[config.mk]
export PLATFORM = sky130hd
export DESIGN_NAME = wps_supervisor
export DESIGN_NICKNAME = d
export VERILOG_FILES = /design/src/hw/wps_sync.v /design/src/hw/wps_por_delay.v /design/src/hw/wps_supervisor.v
export VERILOG_INCLUDE_DIRS = /design/src /design/src/hw
export SDC_FILE = /design/constraint.sdc
export NUM_CORES = 1
export LEC_CHECK = 0
export BUFFER_PORTS_ARGS = -buffer_cell sky130_fd_sc_hd__buf_2
export CAP_MARGIN = 20
export CORE_MARGIN = 5
export CORE_UTILIZATION = 50
export CTS_CLUSTER_DIAMETER = 80
export CTS_CLUSTER_SIZE = 14
export DETAILED_ROUTE_END_ITERATION = 10
export PLACE_DENSITY = 0.75
export SLEW_MARGIN = 20
export SYNTH_ARGS = -nofsm -noshare
export SYNTH_HDL_FRONTEND = slang
export SYNTH_SLANG_ARGS = --single-unit
export TNS_END_PERCENT = 100
[constraint.sdc]
create_clock -name clk -period 1.9 [get_ports clk]
set_clock_uncertainty 0.1 [all_clocks]
set_input_delay 0 -clock clk [delete_from_list [all_inputs] [get_ports clk]]
set_output_delay 0 -clock clk [all_outputs]
set_load 0.01 [all_outputs]
[src/hw/wps_defines.vh]
// Constants for the watchdog and power-fail supervisor
`ifndef WPS_DEFINES_VH
`define WPS_DEFINES_VH

// ==========================================================
// Register addresses
`define WPS_ADDR_CLOCK_CTRL    8'h8e
`define WPS_ADDR_DOG_CTRL      8'hd8
`define WPS_ADDR_EXT_IRQ_EN    8'he8
`define WPS_ADDR_TIMED_ACCESS  8'hc7

// ==========================================================
// Reset values
`define WPS_RST_CLOCK_CTRL     8'h01
`define WPS_RST_DOG_CTRL       8'h00
`define WPS_RST_EXT_IRQ_EN     8'h00

// ==========================================================
// Field positions
`define WPS_CK_SEL_HI          7
`define WPS_CK_SEL_LO          6
`define WPS_WD_PF_IRQ_EN       5
`define WPS_WD_PF_FLAG         4
`define WPS_WD_IRQ_FLAG        3
`define WPS_WD_RST_FLAG        2
`define WPS_WD_ENABLE          1
`define WPS_WD_RESTART         0
`define WPS_EIE_DOG_IRQ_EN     4

// ==========================================================
// Timed access
`define WPS_TA_KEY_FIRST       8'haa
`define WPS_TA_KEY_SECOND      8'h55
`define WPS_TA_OPEN_CLKS       4'hc

// ==========================================================
// Watchdog tail and vectors
`define WPS_DOG_TAIL_CLKS      27'h000_0200
`define WPS_VEC_POWER_FAIL     16'h0033
`define WPS_VEC_DOG            16'h0063

`endif

[src/hw/wps_sync.v]
// Two-flop synchroniser for asynchronous pin levels
`timescale 1ns/1ps
`default_nettype none
module wps_sync #(
    parameter W = 2
) (
    input  wire         clk,
    input  wire         reset,
    input  wire [W-1:0] async_in,
    output wire [W-1:0] sync_out
);
    reg [W-1:0] stage1;
    reg [W-1:0] stage2;
    genvar i;
    // ==========================================================
    // One chain per bit
    generate
        for (i = 0; i < W; i = i + 1) begin : g_bit
            always @(posedge clk) begin
                if (reset) begin
                    stage1[i] <= 1'b0;
                    stage2[i] <= 1'b0;
                end else begin
                    stage1[i] <= async_in[i];
                    stage2[i] <= stage1[i];
                end
            end
        end
    endgenerate
    assign sync_out = stage2;
endmodule // wps_sync
`default_nettype wire

[src/hw/wps_por_delay.v]
// Power-on delay counter, restarted while held
`timescale 1ns/1ps
`default_nettype none
module wps_por_delay #(
    parameter         W     = 17,
    parameter [W-1:0] COUNT = 17'h1_0000
) (
    input  wire clk,
    input  wire reset,
    input  wire hold,
    output reg  done
);
    localparam [W-1:0] LAST = COUNT - 1'b1;
    reg [W-1:0] cnt;
    // ==========================================================
    // Count whole delay after hold drops
    always @(posedge clk) begin
        if (reset || hold) begin
            cnt  <= {W{1'b0}};
            done <= 1'b0;
        end else if (!done) begin
            if (cnt == LAST) begin
                done <= 1'b1;
            end
            cnt <= cnt + 1'b1;
        end
    end
endmodule // wps_por_delay
`default_nettype wire

[src/hw/wps_supervisor.v]
// Watchdog timer and power-fail supervisor with its register port
`timescale 1ns/1ps
`default_nettype none
`include "wps_defines.vh"
module wps_supervisor #(
    parameter [26:0] WD_LEN_0 = 27'h002_0000,
    parameter [26:0] WD_LEN_1 = 27'h010_0000,
    parameter [26:0] WD_LEN_2 = 27'h080_0000,
    parameter [26:0] WD_LEN_3 = 27'h400_0000,
    parameter [16:0] POR_CLKS = 17'h1_0000
) (
    input  wire        clk,
    input  wire        reset,
    input  wire        supply_below_reset,
    input  wire        supply_below_warning,
    input  wire [7:0]  sfr_addr,
    input  wire        sfr_wr,
    input  wire        sfr_rd,
    input  wire [7:0]  sfr_wdata,
    output reg  [7:0]  sfr_rdata,
    input  wire        other_irq_req,
    input  wire [15:0] other_irq_vector,
    output reg         cpu_reset,
    output reg         dog_irq_req,
    output reg         power_fail_irq,
    output reg         irq_req,
    output reg  [15:0] irq_vector,
    output reg  [7:0]  clock_control_reg
);
    // ==========================================================
    // Pin synchronisers
    wire [1:0] pins_s;
    wire       below_rst_s;
    wire       warning_s;
    wire       por_done;
    wire       chip_rst;

    wps_sync #(
        .W (2)
    ) u_sync (
        .clk      (clk),
        .reset    (reset),
        .async_in ({supply_below_warning, supply_below_reset}),
        .sync_out (pins_s)
    );
    assign below_rst_s = pins_s[0];
    assign warning_s   = pins_s[1];

    // ==========================================================
    // Power-on and brown-out reset
    wps_por_delay #(
        .W     (17),
        .COUNT (POR_CLKS)
    ) u_por (
        .clk   (clk),
        .reset (reset),
        .hold  (below_rst_s),
        .done  (por_done)
    );
    assign chip_rst = reset | ~por_done;

    // ==========================================================
    // Registers
    reg  [7:0] ext_irq_enable_reg;
    reg        pf_irq_en;
    reg        pf_flag;
    reg        dog_irq_flag;
    reg        dog_reset_flag;
    reg        dog_enable;
    reg        ta_armed;
    reg  [3:0] ta_open;
    reg [26:0] dog_cnt;
    reg        dog_fire;
    reg        warning_d;

    wire wr_ck  = sfr_wr && (sfr_addr == `WPS_ADDR_CLOCK_CTRL);
    wire wr_wd  = sfr_wr && (sfr_addr == `WPS_ADDR_DOG_CTRL);
    wire wr_eie = sfr_wr && (sfr_addr == `WPS_ADDR_EXT_IRQ_EN);
    wire wr_ta  = sfr_wr && (sfr_addr == `WPS_ADDR_TIMED_ACCESS);
    wire ta_ok  = (ta_open != 4'h0);

    // ==========================================================
    // Timed access window
    always @(posedge clk) begin
        if (chip_rst) begin
            ta_armed <= 1'b0;
            ta_open  <= 4'h0;
        end else if (wr_ta) begin
            ta_armed <= (sfr_wdata == `WPS_TA_KEY_FIRST);
            if (ta_armed && sfr_wdata == `WPS_TA_KEY_SECOND) begin
                ta_open <= `WPS_TA_OPEN_CLKS;
            end else begin
                ta_open <= 4'h0;
            end
        end else if (ta_ok) begin
            ta_open <= ta_open - 4'h1;
        end
    end

    // ==========================================================
    // Clock control and extended enable
    always @(posedge clk) begin
        if (chip_rst) begin
            clock_control_reg  <= `WPS_RST_CLOCK_CTRL;
            ext_irq_enable_reg <= `WPS_RST_EXT_IRQ_EN;
        end else begin
            if (wr_ck) begin
                clock_control_reg <= sfr_wdata;
            end
            if (wr_eie) begin
                ext_irq_enable_reg <= sfr_wdata;
            end
        end
    end

    // ==========================================================
    // Timeout length select
    reg [26:0] sel_len;
    always @* begin
        case ({clock_control_reg[`WPS_CK_SEL_HI],
               clock_control_reg[`WPS_CK_SEL_LO]})
            2'b00:   sel_len = WD_LEN_0;
            2'b01:   sel_len = WD_LEN_1;
            2'b10:   sel_len = WD_LEN_2;
            default: sel_len = WD_LEN_3;
        endcase
    end
    wire [26:0] irq_point = sel_len - 27'h000_0001;
    wire [26:0] rst_point = sel_len + `WPS_DOG_TAIL_CLKS - 27'h000_0001;

    // Restart only under timed access
    wire restart = wr_wd && ta_ok && sfr_wdata[`WPS_WD_RESTART];
    wire hit_irq = (dog_cnt == irq_point);
    wire hit_rst = (dog_cnt == rst_point);

    // ==========================================================
    // Watchdog counter
    always @(posedge clk) begin
        if (chip_rst) begin
            dog_cnt  <= 27'h000_0000;
            dog_fire <= 1'b0;
        end else begin
            dog_fire <= hit_rst && dog_enable;
            if (restart || hit_rst) begin
                dog_cnt <= 27'h000_0000;
            end else begin
                dog_cnt <= dog_cnt + 27'h000_0001;
            end
        end
    end

    // ==========================================================
    // Watchdog control register
    always @(posedge clk) begin
        if (chip_rst) begin
            pf_irq_en      <= 1'b0;
            pf_flag        <= 1'b0;
            dog_irq_flag   <= 1'b0;
            dog_reset_flag <= 1'b0;
            dog_enable     <= 1'b0;
            warning_d      <= 1'b0;
        end else begin
            warning_d <= warning_s;
            if (wr_wd) begin
                pf_irq_en <= sfr_wdata[`WPS_WD_PF_IRQ_EN];
                if (ta_ok) begin
                    dog_enable <= sfr_wdata[`WPS_WD_ENABLE];
                end
            end
            // Hardware set wins over software clear
            if (warning_s && !warning_d) begin
                pf_flag <= 1'b1;
            end else if (wr_wd && !sfr_wdata[`WPS_WD_PF_FLAG]) begin
                pf_flag <= 1'b0;
            end
            if (hit_irq && !restart) begin
                dog_irq_flag <= 1'b1;
            end else if (wr_wd && !sfr_wdata[`WPS_WD_IRQ_FLAG]) begin
                dog_irq_flag <= 1'b0;
            end
            if (dog_fire) begin
                dog_reset_flag <= 1'b1;
            end else if (wr_wd && !sfr_wdata[`WPS_WD_RST_FLAG]) begin
                dog_reset_flag <= 1'b0;
            end
        end
    end

    // ==========================================================
    // Processor reset
    always @(posedge clk) begin
        if (reset) begin
            cpu_reset <= 1'b1;
        end else begin
            cpu_reset <= ~por_done | dog_fire;
        end
    end

    // ==========================================================
    // Interrupt requests and priority
    wire dog_req_now = dog_irq_flag &&
                       ext_irq_enable_reg[`WPS_EIE_DOG_IRQ_EN];
    wire pf_req_now  = warning_s && pf_irq_en;

    always @(posedge clk) begin
        if (chip_rst) begin
            dog_irq_req    <= 1'b0;
            power_fail_irq <= 1'b0;
            irq_req        <= 1'b0;
            irq_vector     <= 16'h0000;
        end else begin
            dog_irq_req    <= dog_req_now;
            power_fail_irq <= pf_req_now;
            irq_req        <= pf_req_now | other_irq_req | dog_req_now;
            if (pf_req_now) begin
                irq_vector <= `WPS_VEC_POWER_FAIL;
            end else if (other_irq_req) begin
                irq_vector <= other_irq_vector;
            end else if (dog_req_now) begin
                irq_vector <= `WPS_VEC_DOG;
            end else begin
                irq_vector <= 16'h0000;
            end
        end
    end

    // ==========================================================
    // Read port
    wire [7:0] dog_ctrl_rd = {2'b00, pf_irq_en, pf_flag, dog_irq_flag,
                              dog_reset_flag, dog_enable, 1'b0};

    always @(posedge clk) begin
        if (reset) begin
            sfr_rdata <= 8'h00;
        end else if (sfr_rd) begin
            case (sfr_addr)
                `WPS_ADDR_CLOCK_CTRL: sfr_rdata <= clock_control_reg;
                `WPS_ADDR_DOG_CTRL:   sfr_rdata <= dog_ctrl_rd;
                `WPS_ADDR_EXT_IRQ_EN: sfr_rdata <= ext_irq_enable_reg;
                default:              sfr_rdata <= 8'h00;
            endcase
        end
    end
endmodule // wps_supervisor
`default_nettype wire

==> flow_summary_export.csv, run 1 <==
group,metric,value,unit
detailed_routing,avgRoutedWirePerCell,14.8,um
logic_synthesis,netlist_area,4360,sq um
floorplanning,starting_density_of_the_core,50.8,%
pwr,pwr-share-seq,58.8,%
detailed_routing,wl,10900,um
clock_tree,clk_pin_slew,0.10,ns
clock_tree,tritoncts_num_sinks,105,
grt,globalRouteOverflowTotal,0,
logic_synthesis,postSynthAreaPerCell,8.94,sq um
detailed_routing,antenna_violating_nets_post_route,0,
worst_setup_path,critPathMaxStageDelay,0.37,ns
worst_setup_path,critical_path_required,2.10,ns
logic_synthesis,synthArstFlopShare,0,%
clock_tree,htree_num_levels,3,
finish,finalNetCount,671,
pwr,p_leak,2.24,nW
logic_synthesis,synthFlopType,"dfxtp_1",
pwr,power.density_cell_area,655,nW/um^2
logic_synthesis,yosysTopAreaCell,"dfxtp_1",
floorplanning,die_width,103,um
finish,area_delta_synth_final,32.2,%
finish,top_regs,"dog_cnt: 27 flops, u_por.cnt: 17 flops, irq_vector: 16 flops",
worst_setup_path,crit_path_end_kind,"flip-flop",
finish,largest_register_ff_count,27,
grt,first_pass_grt_wire_length,17500,um
grt,grt_start_max_net_pins,27,
pwr,cellInternalPower,2.85,mW
timing,transition_time_at_the_pin_with_the_least_slew_margin,0.646,ns
clock_tree,worstSkewPairLatency,0.37,ns
worst_setup_path,critical_path.cell_chain,"or2_4 > ha_4 > or3_4 > a2111oi_4 > nand4_1 > o21ai_1",
worst_setup_path,path_max_fanout,6,
detailed_routing,routed-via-count,4007,
pwr,power.switching_fraction,24.5,%
placement,final_weighted_congestion_in_routability_driven_placement,0.892,
finish,regMostFlops,"dog_cnt",
pwr,net-switching-power,0.925,mW
logic_synthesis,post_synth_num_cell_types,49,
floorplanning,coreArea,8590,sq um
worst_setup_path,endpoint_arrival_time_on_the_critical_path,2.06,ns
logic_synthesis,ys_ff_latch,105,
pwr,logic_gate_share_of_total_power,5.3,%
logic_synthesis,synthTopCellsByArea,"dfxtp_1 48%, nor2_1 5.8%, xor2_1 4.8%",
timing,timing.final.crit_period,1.86,ns
worst_hold_path,hold_class,"input port to flip-flop",
detailed_routing,drc_errors,0,
detailed_routing,first_pass_iters,5,
timing,timing.slew.headroom,56.8,%
logic_synthesis,mappedNetlistNets,532,
finish,post_route_cells_drive_above_1_share,22.9,%
worst_setup_path,critical_path.startpoint_type,"flip-flop",
grt,grt_antenna_before_repair,0,
logic_synthesis,yosysTopAreaCellShare,48.2,%
detailed_routing,drtIter0Drc,184,
logic_synthesis,synth-seq-area-share,48.2,%
timing,fmax,538,MHz
grt,via_count_of_the_first_global_routing_pass,3890,
grt,grtUsageTotal,20.2,%
logic_synthesis,synth_edf_count,0,
logic_synthesis,syn_inst,488,
timing,timing_hold_violations_final,0,
clock_tree,clockBufferDepth,2,
timing,finalMaxSlewViolations,0,
outcome,outcome,"complete, no violations",
pwr,report.power.total,3.78,mW
detailed_routing,drt-vias-per-instance,5.41,
pwr,ir_drop,0.386,mV
floorplanning,num_io_pins,75,
floorplanning,floorplan.rows,34,
placement,port_buffers,74,
worst_setup_path,crit_type,"flip-flop to flip-flop",
timing,fin_crit_sh,97.9,%
clock_tree,numCtsBuffers,9,
placement,place.detailed.hpwl,7390,um
timing,finalSetupViolCount,0,
job,maxCapViolCount,0,
worst_setup_path,critical_path.slowest_cell,"or3_4",
finish,antenna-diode-count,0,
timing,unrepaired_setup_endpoints_after_global_routing,"yes",
floorplanning,die_ar,10700,sq um
floorplanning,height_of_the_chip,103,um
clock_tree,tritoncts,"built",
pwr,clock_power_share,35.9,%
clock_tree,clk_root_buffer_cell,"clkbuf_8",
finish,final_core_util,67.1,%
logic_synthesis,synth-warning-count,0,
## final timing paths
| check | depth (start not counted) | slack, ns | start | endpoint |
|---|---|---|---|---|
| max reg2reg | 6 | 0.04 | clock_control_reg[6]$_SDFFE_PP0P_ | dog_irq_flag$_SDFFE_PP0P_ |
| min | 4 | 0.05 | sfr_addr[4] | ta_open[2]$_SDFFE_PP0P_ |
| min reg2reg | 2 | 0.34 | dog_fire$_SDFF_PP0_ | cpu_reset$_SDFF_PP1_ |
| max | 6 | 0.04 | clock_control_reg[6]$_SDFFE_PP0P_ | dog_irq_flag$_SDFFE_PP0P_ |
## layer usage
layer  GRT usage [%]  up-vias  part of all wire [%]
met4            8.07        0                   1.8
met5               0        -                     0
met2            34.7      111                    50
li1                -     1977                     -
met3            3.62       22                   5.1
met1            25.0     1897                    43
## worst max-delay path: cells and delay by family (launching register included)
kind | cells | cell delay, ns
simple gates | 3 | 0.77
flops | 1 | 0.36
compound gates | 2 | 0.42
fa+ha+maj | 1 | 0.16
## cells in the final DEF (no fill, tap or decap), types with 2 or more instances in the layout
cell / synthesis / final
ha_1: 5 / 3
and3_1: 10 / 10
nor2b_1: 7 / 7
o21bai_4: 1 / 2
clkinv_8: 0 / 2
buf_4: 2 / 27
nor3_1: 10 / 8
a21oi_1: 30 / 30
and2_1: 14 / 14
nor2_1: 67 / 67
o21ai_0: 11 / 10
nor4_2: 1 / 2
mux2i_1: 10 / 10
xor2_1: 24 / 24
a221oi_1: 8 / 8
buf_2: 0 / 74
nor4bb_1: 4 / 4
nand3_1: 23 / 23
or3_1: 8 / 6
dfxtp_1: 105 / 99
nand2_1: 55 / 55
nand2b_1: 4 / 4
a222oi_1: 5 / 5
or3_4: 0 / 2
dlygate4sd3_1: 0 / 45
nor3_2: 0 / 2
nand4_1: 11 / 11
inv_1: 10 / 10
nor4_1: 5 / 4
and4_1: 2 / 2
dfxtp_2: 0 / 6
clkbuf_8: 0 / 9
or2_4: 0 / 2
xnor2_1: 14 / 14
inv_8: 0 / 3
## per-stage QoR
stage	instance area [sq um]	TNS, ns	hold slack (ns)	cells	setup WS [ns]
after floorplan	4410	-0.0255	-0.0284	488	-0.0255
after CTS	5690	0	0.0396	738	0.00279
after global placement	5020	0	0.0997	677	0.0859
after global routing	5770	-0.0673	0.0758	740	-0.0407
final	5770	0	0.0546	740	0.0401
after detailed placement	5020	-0.00722	0.106	677	-0.00394
## cell type report
cell class,instances,area (sq um)
Clock buffer,9,124
Clock inverter,7,82.6
Fill cell,674,2830
Inverter,10,37.5
Multi-Input combinational cell,354,2240
Sequential cell,105,2110
Tap cell,108,135
Timing Repair Buffer,147,1040
## kinds of logic after synthesis
logic type               share of synthesized area (%)
flip-flops                                        48.2
AND/OR/NAND/NOR                                   27.4
XOR/XNOR                                          7.63
buffers and inverters                             2.92
adder cells (fa/ha/maj)                           1.43
multiplexers                                      2.55
AO/OA/AOI/OAI                                     9.92
## power by group through the flow
stage	Sequential, mW	Clock, mW	Combinational, mW
floorplan	2.27	0	0.0551
global placement	2.27	0	0.125
detailed placement	2.27	0	0.130
CTS	2.22	1.40	0.190
global route	2.22	1.49	0.216
finish	2.22	1.36	0.200
## synth_stat cells (2+ instances only)
| master | number |
|---|---|
| or2_2 | 3 |
| and2_1 | 14 |
| and4_1 | 2 |
| o21ai_0 | 11 |
| nand2b_1 | 4 |
| xnor2_1 | 14 |
| or3_1 | 8 |
| nor4_1 | 5 |
| clkbuf_1 | 17 |
| nor2b_1 | 7 |
| dfxtp_1 | 105 |
| nor2_1 | 67 |
| nor4bb_1 | 4 |
| and3_1 | 10 |
| nor3_1 | 10 |
| buf_4 | 2 |
| inv_1 | 10 |
| nand4_1 | 11 |
| ha_1 | 5 |
| nand2_1 | 55 |
| a222oi_1 | 5 |
| nand3_1 | 23 |
| a21oi_1 | 30 |
| a2111oi_0 | 2 |
| a221oi_1 | 8 |
| mux2i_1 | 10 |
| xor2_1 | 24 |
## repair_timing
| action | in CTS | in global routing |
|---|---|---|
| hold buffers | 45 | 0 |
| endpoints found under the setup margin | 3 | 16 |
| gates resized for setup | 3 | 12 |
| pin swaps | 0 | 4 |
| endpoints found under the hold margin | 50 | 0 |
| gates cloned | 0 | 1 |
| setup buffers | 0 | 1 |
No activity file was read; power rests on OpenSTA's default activity.
==> run 2: changes to the inputs <==
ABC_AREA = 1   (was not set)
BUFFER_PORTS_ARGS = not set   (was -buffer_cell sky130_fd_sc_hd__buf_2)
DONT_BUFFER_PORTS = 1   (was not set)
PLACE_DENSITY = 0.68   (was 0.75)
==> run 2 against run 1 <==
Fmax is 4.4% higher. Critical path type is now input port to flip-flop. Via count is 14% higher. Critical path depth is 3 higher. Largest power group unchanged.
==> flow_summary_export.csv, run 2 <==
group,metric,value,unit
grt,globalRouteOverflowTotal,0,
logic_synthesis,synthArstFlopShare,0,%
placement,placement.setup.worst_slack,0.135,ns
worst_setup_path,critical_path_buf_inv_count,3,
clock_tree,clk_pin_slew,0.11,ns
job,maxCapViolCount,0,
worst_setup_path,cp.depth,9,
clock_tree,tritoncts_num_sinks,105,
finish,finalNetCount,811,
logic_synthesis,dominant_combinational_cell_family_by_area_after_synthesis,"simple AND/OR/NAND/NOR gates",
worst_setup_path,critical_path.cell_chain,"dlygate4sd3_1 > inv_1 > nand2_1 > nor2_1 > nand3_1 > nand3_1 > dlygate4sd3_1 > nand2_1 > a21oi_1",
logic_synthesis,postSynthAreaPerCell,6.85,sq um
detailed_routing,drt-vias-per-instance,5.05,
timing,timing.slew.headroom,62.6,%
outcome,outcome,"complete, no violations",
worst_setup_path,ff2ff_path_depth,5,
worst_setup_path,path_max_fanout,5,
timing,fmax,561,MHz
detailed_routing,drc_errors,0,
grt,via_count_of_the_first_global_routing_pass,4446,
worst_setup_path,endpoint,"sfr_rdata[5]$_SDFFE_PP0P_",
placement,final_weighted_congestion_in_routability_driven_placement,0.897,
floorplanning,num_io_pins,75,
logic_synthesis,mappedNetlistNets,764,
worst_setup_path,critical_path_required,2.11,ns
finish,multiInputGateArea,2360,sq um
timing,finalMaxSlewViolations,0,
logic_synthesis,synth-xor-area-share,3.02,%
floorplanning,coreArea,9680,sq um
finish,seqCellArea,2110,sq um
logic_synthesis,syn_inst,720,
clock_tree,numCtsBuffers,9,
pwr,ir_drop,0.432,mV
finish,post_route_cells_drive_above_1_share,8.03,%
worst_setup_path,crit-reg2reg-launch,"u_por.done$_SDFF_PP0_",
pwr,power.density_cell_area,682,nW/um^2
logic_synthesis,synthFlopType,"dfxtp_1",
timing,timing_hold_violations_final,0,
detailed_routing,avgRoutedWirePerCell,13.2,um
timing,timing.final.crit_period,1.78,ns
detailed_routing,wl,11900,um
finish,regMostFlops,"dog_cnt",
clock_tree,clk_root_buffer_cell,"clkbuf_8",
finish,largest_register_ff_count,27,
logic_synthesis,netlist_area,4930,sq um
finish,antenna-diode-count,0,
timing,tns,0,ns
detailed_routing,routed-via-count,4568,
worst_setup_path,crit_path_end_kind,"flip-flop",
detailed_routing,drtIter0Drc,219,
pwr,p_leak,2.08,nW
logic_synthesis,synthSimpleGateAreaFrac,34.1,%
grt,grt_start_max_net_pins,28,
floorplanning,floorplan.rows,36,
clock_tree,tritoncts,"built",
worst_setup_path,crit_family,"buffers and inverters",
placement,port_buffers,0,
floorplanning,die_width,109,um
finish,most_common_cell_after_layout_fill_and_taps_aside,"nand2_1",
clock_tree,worstSkewPairLatency,0.38,ns
logic_synthesis,yosysTopAreaCell,"dfxtp_1",
worst_hold_path,hold_class,"input port to flip-flop",
logic_synthesis,synth.area.mux_share,0,%
logic_synthesis,yosys.cell_count.top_type,"nand2_1",
finish,top_regs,"dog_cnt: 27 flops, u_por.cnt: 17 flops, irq_vector: 16 flops",
clock_tree,clockBufferDepth,2,
logic_synthesis,adder_and_majority_cell_fraction_of_the_synthesized_area,1.27,%
grt,first_pass_grt_wire_length,20100,um
clock_tree,post_cts.repair.setup_buffers,0,
worst_setup_path,endpoint_arrival_time_on_the_critical_path,1.99,ns
floorplanning,starting_density_of_the_core,50.9,%
worst_setup_path,timing.rr.end,"irq_vector[10]$_SDFF_PP0_",
worst_setup_path,critical_path.startpoint_type,"input port",
placement,place.detailed.hpwl,8780,um
timing,unrepaired_setup_endpoints_after_global_routing,"no",
detailed_routing,antenna_violating_nets_post_route,0,
logic_synthesis,synth-seq-area-share,42.6,%
worst_setup_path,critical_path.slowest_cell,"dlygate4sd3_1",
finish,nFillCells,888,
floorplanning,height_of_the_chip,109,um
floorplanning,die_ar,11900,sq um
timing,finalSetupViolCount,0,
logic_synthesis,yosysTopAreaCellShare,42.6,%
logic_synthesis,post_synth_num_cell_types,33,
grt,grt_antenna_before_repair,0,
worst_setup_path,start_point_of_the_critical_path,"sfr_addr[5]",
timing,transition_time_at_the_pin_with_the_least_slew_margin,0.559,ns
logic_synthesis,synthTopCellsByArea,"dfxtp_1 43%, nand2_1 13%, nor2_1 9.1%",
logic_synthesis,synth-warning-count,0,
worst_setup_path,critPathMaxStageDelay,0.56,ns
worst_setup_path,reg2reg_slack,0.13,ns
grt,grtUsageTotal,20.9,%
finish,area_delta_synth_final,16.2,%
logic_synthesis,compound_gate_portion_of_the_synthesized_area,9.44,%
clock_tree,htree_num_levels,3,
timing,fin_crit_sh,93.7,%
worst_setup_path,crit_type,"input port to flip-flop",
logic_synthesis,synth_edf_count,0,
timing,setup_ws,0.119,ns
logic_synthesis,ys_ff_latch,105,
detailed_routing,first_pass_iters,5,
logic_synthesis,synth.cells.most_frequent,"167 x nand2_1, 119 x nor2_1, 105 x dfxtp_1",
finish,final_cell_mix,"167 x nand2_1, 119 x nor2_1, 102 x dfxtp_1",
==> run 2: cell types whose count changed in the layout (fill, tap and decap cells not counted), moves of 20 or more <==
cell,before,now
nor2_1,67,119
o21ai_0,10,34
nand2_1,55,167
buf_2,74,0
buf_4,27,7
inv_1,10,101
nand3_1,23,47
==> run 2: logic make-up (layout without fill, tap and decap cells) <==
| kind of cell | count (synthesis) | in the layout |
|---|---|---|
| adder cells (fa/ha/maj) | 5 | 5 |
| XOR/XNOR | 17 | 17 |
| AO/OA/AOI/OAI | 89 | 89 |
| buffers and inverters | 118 | 170 |
| AND/OR/NAND/NOR | 386 | 386 |
| flip-flops | 105 | 105 |
==> run 2: what timing repair did <==
| action | CTS | global route |
|---|---|---|
| setup endpoints to repair | 0 | 22 |
| endpoints found under the hold margin | 102 | 0 |
| hold buffers | 42 | 0 |
| resized for setup | 0 | 4 |
==> run 2: worst register-to-register path, stage by stage, from the launching register on <==
cell,delay (ns)
dfxtp_1,0.50
inv_2,0.13
nor2_4,0.20
buf_4,0.23
nand3_1,0.31
nor2_1,0.23
==> run 2: report_power, final <==
| group | total (mW) | switching [mW] | leakage, nW | internal (mW) |
|---|---|---|---|---|
| clock network | 1.53 | 0.872 | 0.114 | 0.659 |
| logic | 0.160 | 0.0833 | 1.12 | 0.0770 |
| registers | 2.21 | 0.00551 | 0.848 | 2.21 |
| total | 3.91 | 0.961 | 2.08 | 2.94 |
==> run 2: worst min path at each step <==
stage,from,end,slack (ns),cells past startpoint
floorplan,reset,sfr_rdata[0]$_SDFFE_PP0P_,-0.03,1
global placement,reset,sfr_rdata[2]$_SDFFE_PP0P_,-0.03,1
detailed placement,reset,sfr_rdata[5]$_SDFFE_PP0P_,-0.03,1
CTS,sfr_addr[4],sfr_rdata[3]$_SDFFE_PP0P_,0.007,7
global route,sfr_wdata[0],dog_cnt[13]$_SDFF_PP0_,0.03,3
finish,sfr_addr[2],clock_control_reg[7]$_SDFFE_PP0P_,0.02,4
==> run 2: routing by layer <==
metal,GRT usage [%],vias to the layer above,wire length [um],part of all wire [%]
met3,5.28,19,653,5.5
met2,35.6,100,5810,49
met1,25.9,2092,5230,44
met4,6.95,0,241,2.0
met5,0,-,0,0
li1,-,2357,-,-
==> run 2: stage by stage <==
| step | area [sq um] | power (mW) | hold WS (ns) | utilization (%) | cells |
|---|---|---|---|---|---|
| CTS | 5720 | 3.94 | 0.00683 | 59.1 | 905 |
| global placement | 5070 | 2.33 | -0.0275 | 52.4 | 847 |
| floorplan | 4930 | 2.33 | -0.0309 | - | 720 |
| finish | 5730 | 3.91 | 0.0208 | 59.2 | 905 |
| detailed placement | 5070 | 2.34 | -0.0260 | 52.4 | 847 |
| global route | 5730 | 4.06 | 0.0315 | 59.2 | 905 |
==> run 2: layout make-up <==
class / instances / share of cell area, %
sequential: 105 / 36.8
clock inverter: 7 / 1.88
tap: 133 / 2.90
inverter: 105 / 6.88
multi-input combinational: 497 / 41.2
timing repair buffer: 49 / 8.26
clock buffer: 9 / 2.16
==> run 3: changes to the inputs <==
==> constraint.sdc (replaced) <==
create_clock -name clk -period 1.9 [get_ports clk]
set_clock_uncertainty 0.1 [all_clocks]
set_input_delay 0.57 -clock clk [delete_from_list [all_inputs] [get_ports clk]]
set_output_delay 0.57 -clock clk [all_outputs]
set_load 0.01 [all_outputs]
==> run 3 against run 2 <==
Core utilization down 4.1 points. Worst hold slack better by 0.12 ns. Total power down 6.5%. Sequential share of layout area up 2.7 points. Register-to-register slack better by 0.03 ns. Sequential power about the same.
==> flow_summary_export.csv, run 3 (same netlist as run 2, synthesis figures left out) <==
group,metric,value,unit
outcome,outcome,"complete, no violations",
worst_setup_path,critPathMaxStageDelay,0.39,ns
grt,first_pass_grt_wire_length,18800,um
finish,largest_register_ff_count,27,
floorplanning,height_of_the_chip,109,um
finish,post_route_cells_drive_above_1_share,8.98,%
worst_hold_path,hold_class,"input port to flip-flop",
finish,antenna-diode-count,0,
detailed_routing,avgRoutedWirePerCell,13.0,um
detailed_routing,drt-vias-per-instance,5.03,
timing,finalHoldWorstSlack,0.143,ns
finish,finalNetCount,774,
grt,grt_antenna_before_repair,0,
clock_tree,clk_pin_slew,0.11,ns
detailed_routing,drtIter0Drc,208,
worst_setup_path,critical_path.startpoint_type,"flip-flop",
floorplanning,die_ar,11900,sq um
floorplanning,floorplan.rows,36,
pwr,power.switching_fraction,24.0,%
finish,seqCellArea,2100,sq um
finish,regMostFlops,"dog_cnt",
finish,area_delta_synth_final,8.07,%
pwr,net-switching-power,0.875,mW
timing,timing.final.crit_period,1.74,ns
timing,finalMaxSlewViolations,0,
pwr,logic_gate_share_of_total_power,2.1,%
clock_tree,worstSkewPairLatency,0.38,ns
finish,top_regs,"dog_cnt: 27 flops, u_por.cnt: 17 flops, irq_vector: 16 flops",
clock_tree,tritoncts_num_sinks,105,
pwr,p_leak,1.93,nW
placement,port_buffers,0,
worst_setup_path,crit_path_end_kind,"flip-flop",
detailed_routing,drc_errors,0,
finish,most_common_cell_after_layout_fill_and_taps_aside,"nand2_1",
timing,timing_hold_violations_final,0,
worst_setup_path,critical_path.cell_chain,"ha_1 > inv_1 > nor2_4 > nand2_2 > nor2_1 > nand2_2 > nand3_4 > nor2_1",
floorplanning,num_io_pins,75,
worst_setup_path,critical_path.slowest_cell,"dfxtp_1",
pwr,cellInternalPower,2.78,mW
detailed_routing,antenna_violating_nets_post_route,0,
clock_tree,numCtsBuffers,9,
detailed_routing,first_pass_iters,5,
clock_tree,htree_num_levels,3,
placement,post-place-cells,851,
placement,place.detailed.hpwl,8560,um
timing,transition_time_at_the_pin_with_the_least_slew_margin,0.436,ns
timing,finalSetupViolCount,0,
pwr,pwr-share-seq,60.6,%
worst_setup_path,critical_path_required,2.07,ns
worst_setup_path,endpoint_arrival_time_on_the_critical_path,1.90,ns
timing,fin_crit_sh,91.3,%
finish,final-instance-count-excl-fill,868,
worst_setup_path,crit_type,"flip-flop to flip-flop",
finish,final_cell_mix,"167 x nand2_1, 118 x nor2_1, 105 x dfxtp_1",
placement,final_weighted_congestion_in_routability_driven_placement,0.878,
finish,final_core_util,55.0,%
floorplanning,starting_density_of_the_core,50.9,%
pwr,ir_drop,0.379,mV
job,maxCapViolCount,0,
detailed_routing,wl,11300,um
floorplanning,die_width,109,um
floorplanning,coreArea,9680,sq um
clock_tree,ctsHoldBuffers,0,
grt,grt_start_max_net_pins,28,
finish,multiInputGateArea,2390,sq um
pwr,clock_power_share,37.3,%
grt,via_count_of_the_first_global_routing_pass,4079,
clock_tree,tritoncts,"built",
pwr,power.density_cell_area,686,nW/um^2
clock_tree,clockBufferDepth,2,
timing,fmax,576,MHz
grt,globalRouteOverflowTotal,0,
worst_setup_path,path_max_fanout,13,
grt,grtUsageTotal,19.8,%
timing,timing.slew.headroom,70.8,%
finish,nFillCells,917,
detailed_routing,routed-via-count,4362,
clock_tree,clk_root_buffer_cell,"clkbuf_8",
## run 3: cell types whose count changed in the layout (fill, tap and decap cells not counted), moves of 2 or more
cell and change:
dfxtp_1 +3, dfxtp_2 -3, buf_4 +4, dlygate4sd3_1 -42, clkinv_8 -2
## run 3: through the flow
stage | setup slack [ns] | power, mW | area [sq um] | TNS [ns]
finish | 0.165 | 3.65 | 5330 | 0
global route | -0.00677 | 3.80 | 5330 | -0.00677
CTS | 0.0844 | 3.69 | 5300 | 0
detailed placement | 0.0996 | 2.34 | 5100 | 0
global placement | 0.151 | 2.34 | 5100 | 0
floorplan | 0.251 | 2.33 | 4930 | 0
## run 3: power by group through the flow
| stage | Clock (mW) | Combinational (mW) | Sequential, mW |
|---|---|---|---|
| finish | 1.36 | 0.0754 | 2.21 |
| global route | 1.50 | 0.0893 | 2.22 |
| CTS | 1.40 | 0.0754 | 2.21 |
| floorplan | 0 | 0.0650 | 2.26 |
| global placement | 0 | 0.0721 | 2.26 |
| detailed placement | 0 | 0.0750 | 2.27 |
## run 3: path summary, 6_finish.rpt
path | from | end | slack [ns] | depth (start not counted)
hold / removal | reset | sfr_rdata[2]$_SDFFE_PP0P_ | 0.14 | 1
setup / recovery | dog_cnt[0]$_SDFF_PP0_ | dog_cnt[2]$_SDFF_PP0_ | 0.16 | 8
setup reg to reg | dog_cnt[0]$_SDFF_PP0_ | dog_cnt[2]$_SDFF_PP0_ | 0.16 | 8
hold reg to reg | u_sync.stage1[0]$_SDFF_PP0_ | u_sync.sync_out[0]$_SDFF_PP0_ | 0.32 | 2
## run 3: area by class of cell
| class | count | area share (%) |
|---|---|---|
| tap | 133 | 3.12 |
| sequential | 105 | 39.5 |
| clock inverter | 6 | 1.10 |
| inverter | 105 | 7.40 |
| clock buffer | 10 | 2.58 |
| multi-input combinational | 498 | 44.8 |
| timing repair buffer | 11 | 1.55 |
## run 3: per-layer routing
layer,vias to the layer above,wire length [um],GRT usage [%]
met5,-,0,0
met2,116,5250,31.8
met4,0,309,9.35
met1,1949,4900,24.6
li1,2276,-,-
met3,21,833,5.40
## run 3: worst max-delay path, delay by kind of cell, from the launching register on
family                   cells  cell delay [ns]
flip-flops                   1             0.39
AND/OR/NAND/NOR              6             0.79
buffers and inverters        1             0.10
adder cells (fa/ha/maj)      1             0.24
## run 3: repair_timing
item                       in CTS  in global routing
gates resized for setup         0                  4
setup endpoints to repair       0                 37
setup buffers                   0                  0
